==> src/hw/opm_map.vh <==
// Register map and field constants of the oscillator and operating-mode block
// What this block does
// - Watchdog enabled keeps slow oscillator running halted
// - Crystal enable clears, then sets stable flag
// - Crystal control bit 0 enables; resets 0
// - Fast frequency change re-runs stable flag
// - Fast control bit 0 enables; resets 1
// - Control bits 7 to 2 read zero
// - Select field switches speed; halt enters idle
// - Select code 111 gives slow operation
// - Slow switch waits for slow oscillator stable
// - Codes 000 to 110 give fH divided
// - Software polls stable flag after returning
// - Halt decodes idle enable bits
// - Both idle bits zero enters sleep
// - Slow idle only enters slow-clock idle
// - Power-down keeps memory, registers, ports
// - Entry sets power-down, clears timeout flag
// - Entry clears watchdog, then it resumes
// - Both idle bits one enters both-clock idle
// - Wake holds CPU until selected clock stable
`ifndef OPM_MAP_VH
`define OPM_MAP_VH

`define OPM_ADDR_W 6
`define OPM_OFS_XTAL 6'h00
`define OPM_OFS_FAST 6'h04
`define OPM_OFS_SCC 6'h08
`define OPM_OFS_STAT 6'h0C

`define OPM_BIT_EN 0
`define OPM_BIT_STABLE 1
`define OPM_XTAL_RST 1'h0
`define OPM_FAST_RST 1'h1

`define OPM_BIT_LS_IDLE 0
`define OPM_BIT_HS_IDLE 1
`define OPM_BIT_HS_XTAL 2
`define OPM_SEL_LSB 5
`define OPM_SEL_MSB 7
`define OPM_SEL_RST 3'h0
`define OPM_SEL_SLOW 3'h7

`define OPM_BIT_PDF 0
`define OPM_BIT_TO 1
`define OPM_BIT_LSTABLE 2
`define OPM_MODE_LSB 8

`define OPM_RESP_OK 2'h0
`define OPM_RESP_ERR 2'h2

`endif

==> src/hw/opm_ctrl.v <==
// Oscillator control and operating-mode logic with AXI4-Lite registers
`timescale 1ns/1ps
`include "opm_map.vh"

module opm_ctrl #(
    parameter XTAL_STABLE_CYC = 1024,
    parameter FAST_STABLE_CYC = 16,
    parameter SLOW_STABLE_CYC = 2,
    parameter CNT_W = 11
) (
    input wire aclk,
    input wire aresetn,
    input wire [`OPM_ADDR_W-1:0] s_axi_awaddr,
    input wire [2:0] s_axi_awprot,
    input wire s_axi_awvalid,
    output reg s_axi_awready,
    input wire [31:0] s_axi_wdata,
    input wire [3:0] s_axi_wstrb,
    input wire s_axi_wvalid,
    output reg s_axi_wready,
    output reg [1:0] s_axi_bresp,
    output reg s_axi_bvalid,
    input wire s_axi_bready,
    input wire [`OPM_ADDR_W-1:0] s_axi_araddr,
    input wire [2:0] s_axi_arprot,
    input wire s_axi_arvalid,
    output reg s_axi_arready,
    output reg [31:0] s_axi_rdata,
    output reg [1:0] s_axi_rresp,
    output reg s_axi_rvalid,
    input wire s_axi_rready,
    input wire halt_exec,
    input wire wake_req,
    input wire fast_freq_change,
    input wire watchdog_enable,
    input wire watchdog_timeout,
    input wire watchdog_clear_cmd,
    input wire fsub_tick,
    output reg crystal_osc_enable_r,
    output reg fast_internal_osc_enable_r,
    output reg slow_internal_osc_enable_r,
    output reg fh_run_r,
    output reg fsub_run_r,
    output reg sys_clk_en_r,
    output reg cpu_hold_r,
    output reg watchdog_counter_clear_r,
    output reg sys_from_slow_r
);
    localparam [6:0] ST_NORMAL = 7'h01;
    localparam [6:0] ST_SLOW = 7'h02;
    localparam [6:0] ST_SLEEP = 7'h04;
    localparam [6:0] ST_IDLE_SLOW_CLOCK_ONLY = 7'h08;
    localparam [6:0] ST_IDLE_BOTH_CLOCKS = 7'h10;
    localparam [6:0] ST_IDLE2 = 7'h20;
    localparam [6:0] ST_WAKE = 7'h40;
    localparam [CNT_W-1:0] XTAL_N = XTAL_STABLE_CYC[CNT_W-1:0];
    localparam [CNT_W-1:0] FAST_N = FAST_STABLE_CYC[CNT_W-1:0];
    localparam [CNT_W-1:0] SLOW_N = SLOW_STABLE_CYC[CNT_W-1:0];

    // Stabilisation counter step: restart when off or restarted, saturate at n
    function [CNT_W-1:0] osc_step;
        input [CNT_W-1:0] cnt;
        input on;
        input restart;
        input [CNT_W-1:0] n;
        begin
            if (!on || restart)
                osc_step = {CNT_W{1'b0}};
            else if (cnt < n)
                osc_step = cnt + {{(CNT_W-1){1'b0}}, 1'b1};
            else
                osc_step = cnt;
        end
    endfunction

    reg [6:0] state_r;
    reg [6:0] state_nxt;
    reg xtal_en_r;
    reg fast_en_r;
    reg ls_idle_r;
    reg hs_idle_r;
    reg hs_xtal_r;
    reg [2:0] sel_r;
    reg pdf_r;
    reg to_r;
    reg [CNT_W-1:0] xtal_cnt_r;
    reg [CNT_W-1:0] fast_cnt_r;
    reg [CNT_W-1:0] slow_cnt_r;
    reg xtal_restart;
    reg [`OPM_ADDR_W-1:0] wr_addr_r;
    reg [7:0] wr_data_r;
    reg wr_go_r;
    wire xtal_stable;
    wire fast_stable;
    wire slow_stable;
    wire hs_stable;
    wire fh_on;
    wire fsub_on;
    wire div_tick;
    wire enter_pd;
    wire aw_take;
    wire ar_take;

    assign xtal_stable = fh_on && xtal_en_r && (xtal_cnt_r >= XTAL_N);
    assign fast_stable = fh_on && fast_en_r && (fast_cnt_r >= FAST_N);
    assign slow_stable = slow_cnt_r >= SLOW_N;
    assign hs_stable = hs_xtal_r ? xtal_stable : fast_stable;
    // fH stops in sleep and slow-clock idle only
    assign fh_on = !(state_r[2] || state_r[3]);
    assign fsub_on = !state_r[2] && !state_r[5];
    assign enter_pd = ((state_r == ST_NORMAL) || (state_r == ST_SLOW)) && halt_exec;

    ////////////////////////////////////////////////////////////////////////////
    // Mode state machine
    always @* begin
        state_nxt = state_r;
        case (state_r)
            ST_NORMAL: begin
                if (halt_exec)
                    state_nxt = ST_SLEEP;
                else if (sel_r == `OPM_SEL_SLOW && slow_stable)
                    state_nxt = ST_SLOW;
            end
            ST_SLOW: begin
                if (halt_exec)
                    state_nxt = ST_SLEEP;
                else if (sel_r != `OPM_SEL_SLOW)
                    state_nxt = ST_NORMAL;
            end
            ST_SLEEP, ST_IDLE_SLOW_CLOCK_ONLY, ST_IDLE_BOTH_CLOCKS, ST_IDLE2: begin
                if (wake_req)
                    state_nxt = ST_WAKE;
            end
            ST_WAKE: begin
                if (sel_r == `OPM_SEL_SLOW && slow_stable)
                    state_nxt = ST_SLOW;
                else if (sel_r != `OPM_SEL_SLOW && hs_stable)
                    state_nxt = ST_NORMAL;
            end
            default: state_nxt = ST_WAKE;
        endcase
        if (enter_pd) begin
            case ({hs_idle_r, ls_idle_r})
                2'b00: state_nxt = ST_SLEEP;
                2'b01: state_nxt = ST_IDLE_SLOW_CLOCK_ONLY;
                2'b11: state_nxt = ST_IDLE_BOTH_CLOCKS;
                default: state_nxt = ST_IDLE2;
            endcase
        end
    end

    always @(posedge aclk) begin
        if (!aresetn)
            state_r <= ST_WAKE;
        else
            state_r <= state_nxt;
    end

    ////////////////////////////////////////////////////////////////////////////
    // Oscillator stabilisation
    always @* begin
        xtal_restart = 1'b0;
        if (wr_go_r && wr_addr_r == `OPM_OFS_XTAL && wr_data_r[`OPM_BIT_EN] && !xtal_en_r)
            xtal_restart = 1'b1;
    end

    always @(posedge aclk) begin
        if (!aresetn) begin
            xtal_cnt_r <= {CNT_W{1'b0}};
            fast_cnt_r <= {CNT_W{1'b0}};
            slow_cnt_r <= {CNT_W{1'b0}};
        end else begin
            xtal_cnt_r <= osc_step(xtal_cnt_r, fh_on && xtal_en_r, xtal_restart, XTAL_N);
            // A frequency change restarts only a running oscillator
            fast_cnt_r <= osc_step(fast_cnt_r, fh_on && fast_en_r,
                                   fast_freq_change, FAST_N);
            slow_cnt_r <= osc_step(slow_cnt_r, fsub_on || watchdog_enable, 1'b0, SLOW_N);
        end
    end

    ////////////////////////////////////////////////////////////////////////////
    // Software registers; power-down entry touches only the flags below
    always @(posedge aclk) begin
        if (!aresetn) begin
            xtal_en_r <= `OPM_XTAL_RST;
            fast_en_r <= `OPM_FAST_RST;
            ls_idle_r <= 1'b0;
            hs_idle_r <= 1'b0;
            hs_xtal_r <= 1'b0;
            sel_r <= `OPM_SEL_RST;
        end else if (wr_go_r) begin
            case (wr_addr_r)
                `OPM_OFS_XTAL: xtal_en_r <= wr_data_r[`OPM_BIT_EN];
                `OPM_OFS_FAST: fast_en_r <= wr_data_r[`OPM_BIT_EN];
                `OPM_OFS_SCC: begin
                    ls_idle_r <= wr_data_r[`OPM_BIT_LS_IDLE];
                    hs_idle_r <= wr_data_r[`OPM_BIT_HS_IDLE];
                    hs_xtal_r <= wr_data_r[`OPM_BIT_HS_XTAL];
                    sel_r <= wr_data_r[`OPM_SEL_MSB:`OPM_SEL_LSB];
                end
                default: sel_r <= sel_r;
            endcase
        end
    end

    // Set wins over clear on both flags
    always @(posedge aclk) begin
        if (!aresetn) begin
            pdf_r <= 1'b0;
            to_r <= 1'b0;
        end else begin
            if (enter_pd)
                pdf_r <= 1'b1;
            else if (watchdog_clear_cmd)
                pdf_r <= 1'b0;
            if (watchdog_timeout)
                to_r <= 1'b1;
            else if (enter_pd)
                to_r <= 1'b0;
        end
    end

    ////////////////////////////////////////////////////////////////////////////
    // Clock and oscillator outputs
    opm_clkdiv #(
        .DIV_W(6)
    ) u_div (
        .aclk(aclk),
        .aresetn(aresetn),
        .run(fh_on),
        .sel(sel_r),
        .tick_r(div_tick)
    );

    always @(posedge aclk) begin
        if (!aresetn) begin
            crystal_osc_enable_r <= 1'b0;
            fast_internal_osc_enable_r <= 1'b0;
            slow_internal_osc_enable_r <= 1'b0;
            fh_run_r <= 1'b0;
            fsub_run_r <= 1'b0;
            sys_clk_en_r <= 1'b0;
            cpu_hold_r <= 1'b1;
            watchdog_counter_clear_r <= 1'b0;
            sys_from_slow_r <= 1'b0;
        end else begin
            crystal_osc_enable_r <= xtal_en_r && fh_on;
            fast_internal_osc_enable_r <= fast_en_r && fh_on;
            // Watchdog keeps the slow oscillator alive whatever the idle bits say
            slow_internal_osc_enable_r <= fsub_on || watchdog_enable;
            fh_run_r <= fh_on;
            fsub_run_r <= fsub_on || watchdog_enable;
            if (state_r == ST_SLOW)
                sys_clk_en_r <= fsub_tick;
            else if (state_r == ST_NORMAL)
                sys_clk_en_r <= div_tick;
            else
                sys_clk_en_r <= 1'b0;
            // Program stays at the halt until wake and stable clock
            cpu_hold_r <= !(state_nxt == ST_NORMAL || state_nxt == ST_SLOW);
            watchdog_counter_clear_r <= enter_pd;
            // Registered from the next state so it tracks the mode register exactly
            sys_from_slow_r <= (state_nxt == ST_SLOW);
        end
    end

    ////////////////////////////////////////////////////////////////////////////
    // AXI4-Lite write: address and data may come in either order
    reg aw_have_r;
    reg w_have_r;
    assign aw_take = s_axi_awvalid && s_axi_awready;
    assign ar_take = s_axi_arvalid && s_axi_arready;

    always @(posedge aclk) begin
        if (!aresetn) begin
            s_axi_awready <= 1'b0;
            s_axi_wready <= 1'b0;
            s_axi_bvalid <= 1'b0;
            s_axi_bresp <= `OPM_RESP_OK;
            aw_have_r <= 1'b0;
            w_have_r <= 1'b0;
            wr_addr_r <= {`OPM_ADDR_W{1'b0}};
            wr_data_r <= 8'h00;
            wr_go_r <= 1'b0;
        end else begin
            wr_go_r <= 1'b0;
            s_axi_awready <= !aw_have_r && !aw_take && s_axi_awvalid && !s_axi_bvalid;
            s_axi_wready <= !w_have_r && !(s_axi_wvalid && s_axi_wready)
                            && s_axi_wvalid && !s_axi_bvalid;
            if (aw_take) begin
                aw_have_r <= 1'b1;
                wr_addr_r <= {s_axi_awaddr[`OPM_ADDR_W-1:2], 2'h0};
            end
            if (s_axi_wvalid && s_axi_wready) begin
                w_have_r <= 1'b1;
                wr_data_r <= s_axi_wstrb[0] ? s_axi_wdata[7:0] : 8'h00;
            end
            if (aw_have_r && w_have_r && !s_axi_bvalid) begin
                aw_have_r <= 1'b0;
                w_have_r <= 1'b0;
                s_axi_bvalid <= 1'b1;
                case (wr_addr_r)
                    `OPM_OFS_XTAL, `OPM_OFS_FAST, `OPM_OFS_SCC: begin
                        s_axi_bresp <= `OPM_RESP_OK;
                        wr_go_r <= 1'b1;
                    end
                    `OPM_OFS_STAT: s_axi_bresp <= `OPM_RESP_OK;
                    default: s_axi_bresp <= `OPM_RESP_ERR;
                endcase
            end else if (s_axi_bvalid && s_axi_bready) begin
                s_axi_bvalid <= 1'b0;
            end
        end
    end

    ////////////////////////////////////////////////////////////////////////////
    // AXI4-Lite read
    always @(posedge aclk) begin
        if (!aresetn) begin
            s_axi_arready <= 1'b0;
            s_axi_rvalid <= 1'b0;
            s_axi_rdata <= 32'h00000000;
            s_axi_rresp <= `OPM_RESP_OK;
        end else begin
            s_axi_arready <= s_axi_arvalid && !s_axi_arready && !s_axi_rvalid;
            if (ar_take) begin
                s_axi_rvalid <= 1'b1;
                s_axi_rresp <= `OPM_RESP_OK;
                s_axi_rdata <= 32'h00000000;
                case ({s_axi_araddr[`OPM_ADDR_W-1:2], 2'h0})
                    `OPM_OFS_XTAL: begin
                        s_axi_rdata[`OPM_BIT_EN] <= xtal_en_r;
                        s_axi_rdata[`OPM_BIT_STABLE] <= xtal_stable;
                    end
                    `OPM_OFS_FAST: begin
                        s_axi_rdata[`OPM_BIT_EN] <= fast_en_r;
                        // Polled after leaving slow mode before trusting fH
                        s_axi_rdata[`OPM_BIT_STABLE] <= fast_stable;
                    end
                    `OPM_OFS_SCC: begin
                        s_axi_rdata[`OPM_BIT_LS_IDLE] <= ls_idle_r;
                        s_axi_rdata[`OPM_BIT_HS_IDLE] <= hs_idle_r;
                        s_axi_rdata[`OPM_BIT_HS_XTAL] <= hs_xtal_r;
                        s_axi_rdata[`OPM_SEL_MSB:`OPM_SEL_LSB] <= sel_r;
                    end
                    `OPM_OFS_STAT: begin
                        s_axi_rdata[`OPM_BIT_PDF] <= pdf_r;
                        s_axi_rdata[`OPM_BIT_TO] <= to_r;
                        s_axi_rdata[`OPM_BIT_LSTABLE] <= slow_stable;
                        s_axi_rdata[`OPM_MODE_LSB+6:`OPM_MODE_LSB] <= state_r;
                    end
                    default: s_axi_rresp <= `OPM_RESP_ERR;
                endcase
            end else if (s_axi_rvalid && s_axi_rready) begin
                s_axi_rvalid <= 1'b0;
            end
        end
    end
endmodule // opm_ctrl

==> src/hw/opm_clkdiv.v <==
// Glitch-free fH divider producing a system clock enable tick
`timescale 1ns/1ps
`include "opm_map.vh"

module opm_clkdiv #(
    parameter DIV_W = 6
) (
    input wire aclk,
    input wire aresetn,
    input wire run,
    input wire [2:0] sel,
    output reg tick_r
);
    reg [DIV_W-1:0] cnt_r;
    reg [2:0] sel_act_r;
    wire [DIV_W-1:0] term;

    // Ratio 2**sel minus one: code 0 divides by 1, code 6 by 64
    assign term = (({{(DIV_W-1){1'b0}}, 1'b1}) << sel_act_r) - {{(DIV_W-1){1'b0}}, 1'b1};

    ////////////////////////////////////////////////////////////////////////////
    always @(posedge aclk) begin
        if (!aresetn) begin
            cnt_r <= {DIV_W{1'b0}};
            sel_act_r <= `OPM_SEL_RST;
            tick_r <= 1'b0;
        end else if (!run) begin
            cnt_r <= {DIV_W{1'b0}};
            tick_r <= 1'b0;
        end else if (cnt_r >= term) begin
            // New ratio only taken at a period boundary, so no short pulse
            cnt_r <= {DIV_W{1'b0}};
            sel_act_r <= (sel == `OPM_SEL_SLOW) ? sel_act_r : sel;
            tick_r <= 1'b1;
        end else begin
            cnt_r <= cnt_r + {{(DIV_W-1){1'b0}}, 1'b1};
            tick_r <= 1'b0;
        end
    end
endmodule // opm_clkdiv

==> config.mk <==
export PLATFORM = sky130hd
export DESIGN_NAME = opm_ctrl
export DESIGN_NICKNAME = d
export VERILOG_FILES = /design/src/hw/opm_ctrl.v /design/src/hw/opm_clkdiv.v
export VERILOG_INCLUDE_DIRS = /design/src /design/src/hw
export SDC_FILE = /design/constraint.sdc
export NUM_CORES = 1
export LEC_CHECK = 0
export BUFFER_PORTS_ARGS = -buffer_cell sky130_fd_sc_hd__clkbuf_2
export CORE_MARGIN = 4
export CORE_UTILIZATION = 53
export DETAILED_ROUTE_END_ITERATION = 12
export PLACE_DENSITY = 0.8
export SLEW_MARGIN = 20
export SYNTH_ARGS = -nofsm -noshare
export SYNTH_HDL_FRONTEND = slang
export SYNTH_SLANG_ARGS = --single-unit
==> constraint.sdc <==
create_clock -name aclk -period 3 [get_ports aclk]
set_clock_uncertainty 0.1 [all_clocks]
set_input_delay 0.15 -clock aclk [delete_from_list [all_inputs] [get_ports aclk]]
set_output_delay 0.15 -clock aclk [all_outputs]
set_load 0.05 [all_outputs]
==> results of run 1 <==
==> final cells by class <==
type                            count  share of cell area
Sequential cell                   101               0.388
Clock inverter                      7              0.0199
Tap cell                          105              0.0252
Multi-Input combinational cell    340               0.429
Timing Repair Buffer               83               0.104
Clock buffer                        9              0.0238
Inverter                           14              0.0101
==> report_power, final <==
part / total, W / leakage (nW) / switching [W] / internal (W)
logic: 0.000607 / 1.28 / 0.000351 / 0.000255
clock network: 0.000969 / 0.115 / 0.000487 / 0.000482
registers: 0.00145 / 0.818 / 0.0000491 / 0.00140
==> tightest hold or removal path, cell delays in order <==
cell      delay, ns
clkbuf_2       0.09
nor2b_1        0.07
and2_1         0.15
==> logic make-up after synthesis <==
| logic type | Yosys count | share of synthesized area |
|---|---|---|
| buffers and inverters | 54 | 0.0688 |
| multiplexers | 12 | 0.0295 |
| XOR/XNOR | 19 | 0.0371 |
| other | 1 | 0.000835 |
| adder cells (fa/ha/maj) | 13 | 0.0362 |
| AO/OA/AOI/OAI | 80 | 0.136 |
| flip-flops | 101 | 0.450 |
| AND/OR/NAND/NOR | 195 | 0.241 |
==> through the flow <==
step	setup slack, ns	instance area (sq um)	total power, W	utilization
after global routing	0.149	5210	0.00318	0.634
after global placement	0.415	4740	0.00204	0.577
after detailed placement	0.346	4740	0.00207	0.577
final	0.321	5210	0.00303	0.634
after CTS	0.330	5210	0.00304	0.634
after floorplan	0.577	4560	0.00196	-
==> path summary, 6_finish.rpt <==
check                                         from                  to  slack [ns]  cells after the start
worst max-delay path            u_div.sel_act_r[0]  u_div.sel_act_r[2]        0.32                     10
worst min-delay path              fast_freq_change       fast_cnt_r[8]        0.03                      3
worst max register to register  u_div.sel_act_r[0]  u_div.sel_act_r[2]        0.32                     10
worst min register to register            w_have_r        s_axi_wready        0.36                      1
==> cell usage after synthesis (3+ instances only) <==
master | count | area share
nand2b_1 | 6 | 0.0084
xor2_1 | 10 | 0.020
nor4b_1 | 5 | 0.0098
buf_6 | 3 | 0.0075
o21ai_0 | 5 | 0.0056
o21a_1 | 4 | 0.0067
mux2i_1 | 11 | 0.025
nand2_1 | 41 | 0.034
nand4b_1 | 4 | 0.0078
clkbuf_1 | 13 | 0.011
nor2b_1 | 22 | 0.031
and3_1 | 7 | 0.0098
o211a_1 | 4 | 0.0089
buf_4 | 22 | 0.037
nand4_1 | 3 | 0.0042
nor4_1 | 5 | 0.0070
a22oi_1 | 11 | 0.018
a21boi_0 | 11 | 0.018
nand3_1 | 22 | 0.025
a21oi_1 | 12 | 0.013
nor3_1 | 7 | 0.0078
a31oi_1 | 4 | 0.0056
nor2_1 | 36 | 0.030
dfxtp_1 | 101 | 0.45
and2_1 | 16 | 0.022
ha_1 | 13 | 0.036
inv_1 | 12 | 0.010
a211oi_1 | 3 | 0.0050
xnor2_1 | 9 | 0.018
o221a_2 | 4 | 0.010
==> registers in the layout, summed over array words and instances, names as in the netlist, 3 cells and up <==
| register | count |
|---|---|
| sel_r | 3 |
| wr_data_r | 6 |
| state_r | 7 |
| wr_addr_r | 4 |
| fast_cnt_r | 11 |
| u_div.cnt_r | 6 |
| u_div.sel_act_r | 3 |
| s_axi_rdata | 13 |
| slow_cnt_r | 11 |
| xtal_cnt_r | 11 |
==> what timing repair did <==
item | in CTS | in global routing
hold buffers | 24 | 0
hold endpoints to repair | 18 | 0
buffers inserted | 0 | 0
endpoints found under the setup margin | 0 | 0
==> routing by layer <==
metal	up-vias	part of all wire	routed length, microns
met4	0	0.014	129
met5	-	0	0
met2	93	0.47	4320
li1	1776	-	-
met1	1682	0.45	4130
met3	13	0.066	607
==> impl_metrics.env, run 1 <==
export IMPL_outcome="finished, final reports clean"
export IMPL_diodes=0
export IMPL_crit_buf_inv=0
export IMPL_track_usage=0.187
export IMPL_hold_viol_final=0
export IMPL_fin_crit_ns=2.68
export IMPL_cts_resized=0
export IMPL_vdd_ir_drop_worst_mv=0.378
export IMPL_syn_avg_cell_area_sq_um=9.45
export IMPL_clkTransAtPathRegs_ns=0.11
export IMPL_syn_inst=475
export IMPL_htree_levels=3
export IMPL_async_flop_share=0
export IMPL_synth_seq_cells=101
export IMPL_start_util=0.546
export IMPL_setup_viol=0
export IMPL_finalSetupTns_ns=0
export IMPL_max_stage_delay_ns=0.42
export IMPL_ys_flop_type="dfxtp_1"
export IMPL_rsz0062_at_grt="false"
export IMPL_slowest_stage="or3_1"
export IMPL_crit_top_cell="ha_1"
export IMPL_gp_congestion=0.853
export IMPL_grt_pass1_vias=3305
export IMPL_path_cells="or3_1 -> ha_1 -> nor3_1 -> a21o_1 -> a21oi_1 -> ha_1 -> o211ai_1 -> o21ai_1 -> a31oi_1 -> o221a_2"
export IMPL_mostFrequentLayoutCell="dfxtp_1"
export IMPL_dp_hpwl_microns=6560
export IMPL_cts_tree="yes"
export IMPL_yosys_warnings=0
export IMPL_layoutNonFillerInstCount=659
export IMPL_tightestPinTransition_ns=0.773
export IMPL_setup_worst_path_end_class="register"
export IMPL_hold_ws_ns=0.0271
export IMPL_grt_max_degree=40
export IMPL_syn_to_final_growth_pct=16.0
export IMPL_cts_sinks=101
export IMPL_worstSetupPathType="reg -> reg"
export IMPL_layout_common_cells="dfxtp_1, clkbuf_2, nand2_1"
export IMPL_slew_violations=0
export IMPL_startpoint_type="register"
export IMPL_synth_edf_count=0
export IMPL_nets=630
export IMPL_dp_cells=619
export IMPL_ys_seq_area_frac=0.450
export IMPL_drive_gt1_frac=0.181
export IMPL_timing_final_crit_share=0.893
export IMPL_first_pass_iters=4
export IMPL_slew_headroom=0.480
export IMPL_grt_ovfl_total=0
export IMPL_numCtsBuffers=9
export IMPL_busiest_layer="met2"
export IMPL_drc=0
export IMPL_crit_arrival_ns=2.84
export IMPL_n_fill_cell=661
export IMPL_ys_types=69
export IMPL_antenna_found_initial=0
export IMPL_wl_per_cell_microns=13.9
export IMPL_wl_microns=9190
export IMPL_multiInputGateArea_sq_um=2230
export IMPL_power_density_nw_per_um2=581
export IMPL_critPathRequiredTime_ns=3.16
export IMPL_hold_path_class="in -> reg"
export IMPL_port_buffers=57
export IMPL_ioPinCount=118
export IMPL_regArea_sq_um=2020
export IMPL_max_freq_mhz=373
export IMPL_leakagePower_nw=2.21
export IMPL_use_met3=0.0368
export IMPL_met2_usage=0.300
export IMPL_vias_per_cell=5.41
export IMPL_grt_first_pass_wirelength_microns=15100
export IMPL_grtUsageMet1=0.248
export IMPL_via_count=3564
export IMPL_clkLatencyLatePin_ns=0.37
export IMPL_drv_cap=0
export IMPL_dieArea_sq_um=10000
export IMPL_coreArea_sq_um=8220
export IMPL_cts_root_buf="clkbuf_8"
export IMPL_cp_max_fo=6
export IMPL_syn_area_sq_um=4490
export IMPL_die_height_microns=100
export IMPL_clockBufferDepth=2
export IMPL_row_count=33
export IMPL_die_w_microns=100
export IMPL_cp_top_family="compound AO/OA/AOI/OAI gates"
export IMPL_ant_nets=0
export IMPL_drt_iter0_drc=272
Power figures use the tool's default switching activity.
==> inputs of run 2 (changes only) <==
ABC_AREA = 1   (was not set)
CORE_UTILIZATION = 52   (was 53)
PLACE_DENSITY = 0.86   (was 0.8)
==> impl_metrics.env, run 2 <==
export IMPL_grt_ovfl_total=0
export IMPL_leakagePower_nw=2.23
export IMPL_timing_final_crit_share=0.767
export IMPL_die_height_microns=98.8
export IMPL_synth_seq_cells=101
export IMPL_place_area_sq_um=4600
export IMPL_slew_headroom=0.620
export IMPL_numCtsBuffers=9
export IMPL_first_pass_iters=5
export IMPL_synthMostInstantiatedCell="dfxtp_1"
export IMPL_largest_register_ffs=13
export IMPL_mostFrequentLayoutCell="dfxtp_1"
export IMPL_crit_arrival_ns=2.49
export IMPL_yosys_area_top_type_share=0.471
export IMPL_max_freq_mhz=435
export IMPL_row_count=32
export IMPL_synth_xor_area_frac=0.00817
export IMPL_top_register="s_axi_rdata"
export IMPL_grt_pass1_vias=3584
export IMPL_ant_nets=0
export IMPL_clockBufferDepth=2
export IMPL_coreArea_sq_um=7890
export IMPL_utilization=0.643
export IMPL_start_util=0.544
export IMPL_n_fill_cell=670
export IMPL_r2r_setup_slack_ns=0.70
export IMPL_r2r_start="u_div.sel_act_r[1]"
export IMPL_layoutNonFillerInstCount=749
export IMPL_slew_violations=0
export IMPL_dp_cells=706
export IMPL_finalSetupTns_ns=0
export IMPL_wl_per_cell_microns=12.1
export IMPL_met2_usage=0.336
export IMPL_startpoint_type="register"
export IMPL_track_usage=0.193
export IMPL_port_buffers=57
export IMPL_grtUsageMet1=0.232
export IMPL_rr_worst_depth=11
export IMPL_gp_congestion=0.823
export IMPL_hold_end="s_axi_rdata[0]"
export IMPL_synthSimpleGateAreaFrac=0.219
export IMPL_vias_per_cell=4.98
export IMPL_grt_max_degree=34
export IMPL_synthAdderAreaFrac=0.0379
export IMPL_grt_first_pass_wirelength_microns=15600
export IMPL_diodes=0
export IMPL_use_met3=0.0488
export IMPL_clkLatencyLatePin_ns=0.37
export IMPL_via_count=3733
export IMPL_drv_cap=0
export IMPL_worstSetupPathType="reg -> reg"
export IMPL_setup_worst_path_end_class="register"
export IMPL_hold_start="s_axi_araddr[4]"
export IMPL_antenna_found_initial=0
export IMPL_yosys_warnings=0
export IMPL_ioPinCount=118
export IMPL_drive_gt1_frac=0.139
export IMPL_synth_edf_count=0
export IMPL_cts_root_buf="clkbuf_8"
export IMPL_r2r_end="u_div.cnt_r[2]"
export IMPL_tightestPinTransition_ns=0.570
export IMPL_yosysTopAreaCell="dfxtp_1"
export IMPL_rsz0062_at_grt="false"
export IMPL_layout_common_cells="dfxtp_1, inv_1, nand2_1"
export IMPL_power_density_nw_per_um2=586
export IMPL_async_flop_share=0
export IMPL_fin_crit_ns=2.30
export IMPL_syn_inst=555
export IMPL_busiest_layer="met2"
export IMPL_power_w=0.00297
export IMPL_nets=723
export IMPL_postLayoutCellArea_sq_um=5070
export IMPL_dp_hpwl_microns=6560
export IMPL_syn_area_sq_um=4290
export IMPL_postCtsSetupRepairBufs=0
export IMPL_drt_iter0_drc=202
export IMPL_holdPathStages=4
export IMPL_ys_flop_type="dfxtp_1"
export IMPL_clkTransAtPathRegs_ns=0.10
export IMPL_syn_to_final_growth_pct=18.3
export IMPL_synthTopCellsByCount="dfxtp_1, inv_1, nand2_1"
export IMPL_muxShareOfSynthArea=0
export IMPL_ys_types=36
export IMPL_yosys_top_cells_area="dfxtp_1, inv_1, nand2_1, a21oi_1, nor2_1"
export IMPL_cts_sinks=101
export IMPL_cp_max_fo=6
export IMPL_hold_viol_final=0
export IMPL_hold_path_class="in -> reg"
export IMPL_syn_avg_cell_area_sq_um=7.73
export IMPL_wl_microns=9030
export IMPL_ys_seq_area_frac=0.471
export IMPL_dieArea_sq_um=9770
export IMPL_outcome="finished, final reports clean"
export IMPL_vdd_ir_drop_worst_mv=0.260
export IMPL_setup_viol=0
export IMPL_drc=0
export IMPL_synth_top_family_by_area="simple AND/OR/NAND/NOR gates"
export IMPL_htree_levels=3
export IMPL_cts_tree="yes"
export IMPL_die_w_microns=98.8
export IMPL_critPathRequiredTime_ns=3.19
export IMPL_synth_compound_area_frac=0.146
-- run 2: changes by cell type after synthesis, moves of 7 or more --
cell | previous run | this run
a21oi_1 | 12 | 54
nand3_1 | 22 | 35
a21boi_0 | 11 | 1
xnor2_1 | 9 | 2
nor2_1 | 36 | 67
nand2_1 | 41 | 73
mux2i_1 | 11 | 0
inv_1 | 12 | 77
nor2b_1 | 22 | 0
nand4_1 | 3 | 10
xor2_1 | 10 | 2
and2_1 | 16 | 0
o21ai_0 | 5 | 44
a22oi_1 | 11 | 0
-- run 2: per-layer routing --
| metal | part of all wire | vias up | wire (microns) |
|---|---|---|---|
| met5 | 0 | - | 0 |
| met2 | 0.48 | 133 | 4310 |
| li1 | - | 1939 | - |
| met3 | 0.078 | 16 | 706 |
| met4 | 0.019 | 0 | 174 |
| met1 | 0.43 | 1645 | 3840 |
-- run 2: cells by family (layout without fill, tap and decap cells) --
logic type,Yosys count,after routing
AND/OR/NAND/NOR,208,208
AO/OA/AOI/OAI,116,116
buffers and inverters,112,184
flip-flops,101,101
adder cells (fa/ha/maj),13,13
XOR/XNOR,4,4
other,1,21
-- run 2: layout make-up --
cell class	count	area (sq um)	share of cell area
Multi-Input combinational cell	362	1840	0.362
Clock inverter	6	70.1	0.0138
Sequential cell	101	2020	0.398
Timing Repair Buffer	86	571	0.112
Tap cell	102	128	0.0251
Inverter	82	308	0.0607
Clock buffer	10	138	0.0271
-- run 2: how the worst max path moves through the flow --
stage,from,to,slack [ns],cells after the start
6_report,u_div.sel_act_r[1],u_div.cnt_r[2],0.70,11
5_1_grt,u_div.sel_act_r[0],u_div.cnt_r[2],0.43,11
3_3_place_gp,u_div.sel_act_r[0],u_div.cnt_r[2],0.83,11
3_5_place_dp,u_div.sel_act_r[1],u_div.cnt_r[2],0.72,11
4_1_cts,u_div.sel_act_r[0],u_div.cnt_r[2],0.69,11
2_1_floorplan,u_div.sel_act_r[0],u_div.sel_act_r[2],1.00,12
-- run 2: report_power, final --
part           internal, W  switching, W  total, W  leakage (nW)
clock network     0.000414      0.000482  0.000896        0.0955
registers          0.00141     0.0000440   0.00145         0.820
logic             0.000208      0.000417  0.000625          1.31
total              0.00203      0.000943   0.00297          2.23
-- run 2: worst max-delay path, cell delays in order, from the launching register on --
cell	delay [ns]
dfxtp_1	0.35
nor2_1	0.18
nand2_1	0.12
ha_1	0.22
o21ai_0	0.10
xnor2_1	0.15
ha_1	0.24
nand2_1	0.09
inv_1	0.05
o211ai_1	0.11
nand4_1	0.26
nor3b_1	0.24
-- run 2: timing repair --
item	in CTS	in global routing
hold buffers	27	0
resized for setup	0	0
hold endpoints to repair	23	0
endpoints found under the setup margin	0	0
-- run 2: through the flow --
step | setup WS, ns | hold WS (ns)
3_5_place_dp | 0.715 | 0.253
3_3_place_gp | 0.834 | 0.235
5_1_grt | 0.432 | 0.0484
4_1_cts | 0.686 | 0.0213
2_1_floorplan | 1.00 | 0.142
6_report | 0.700 | 0.0364
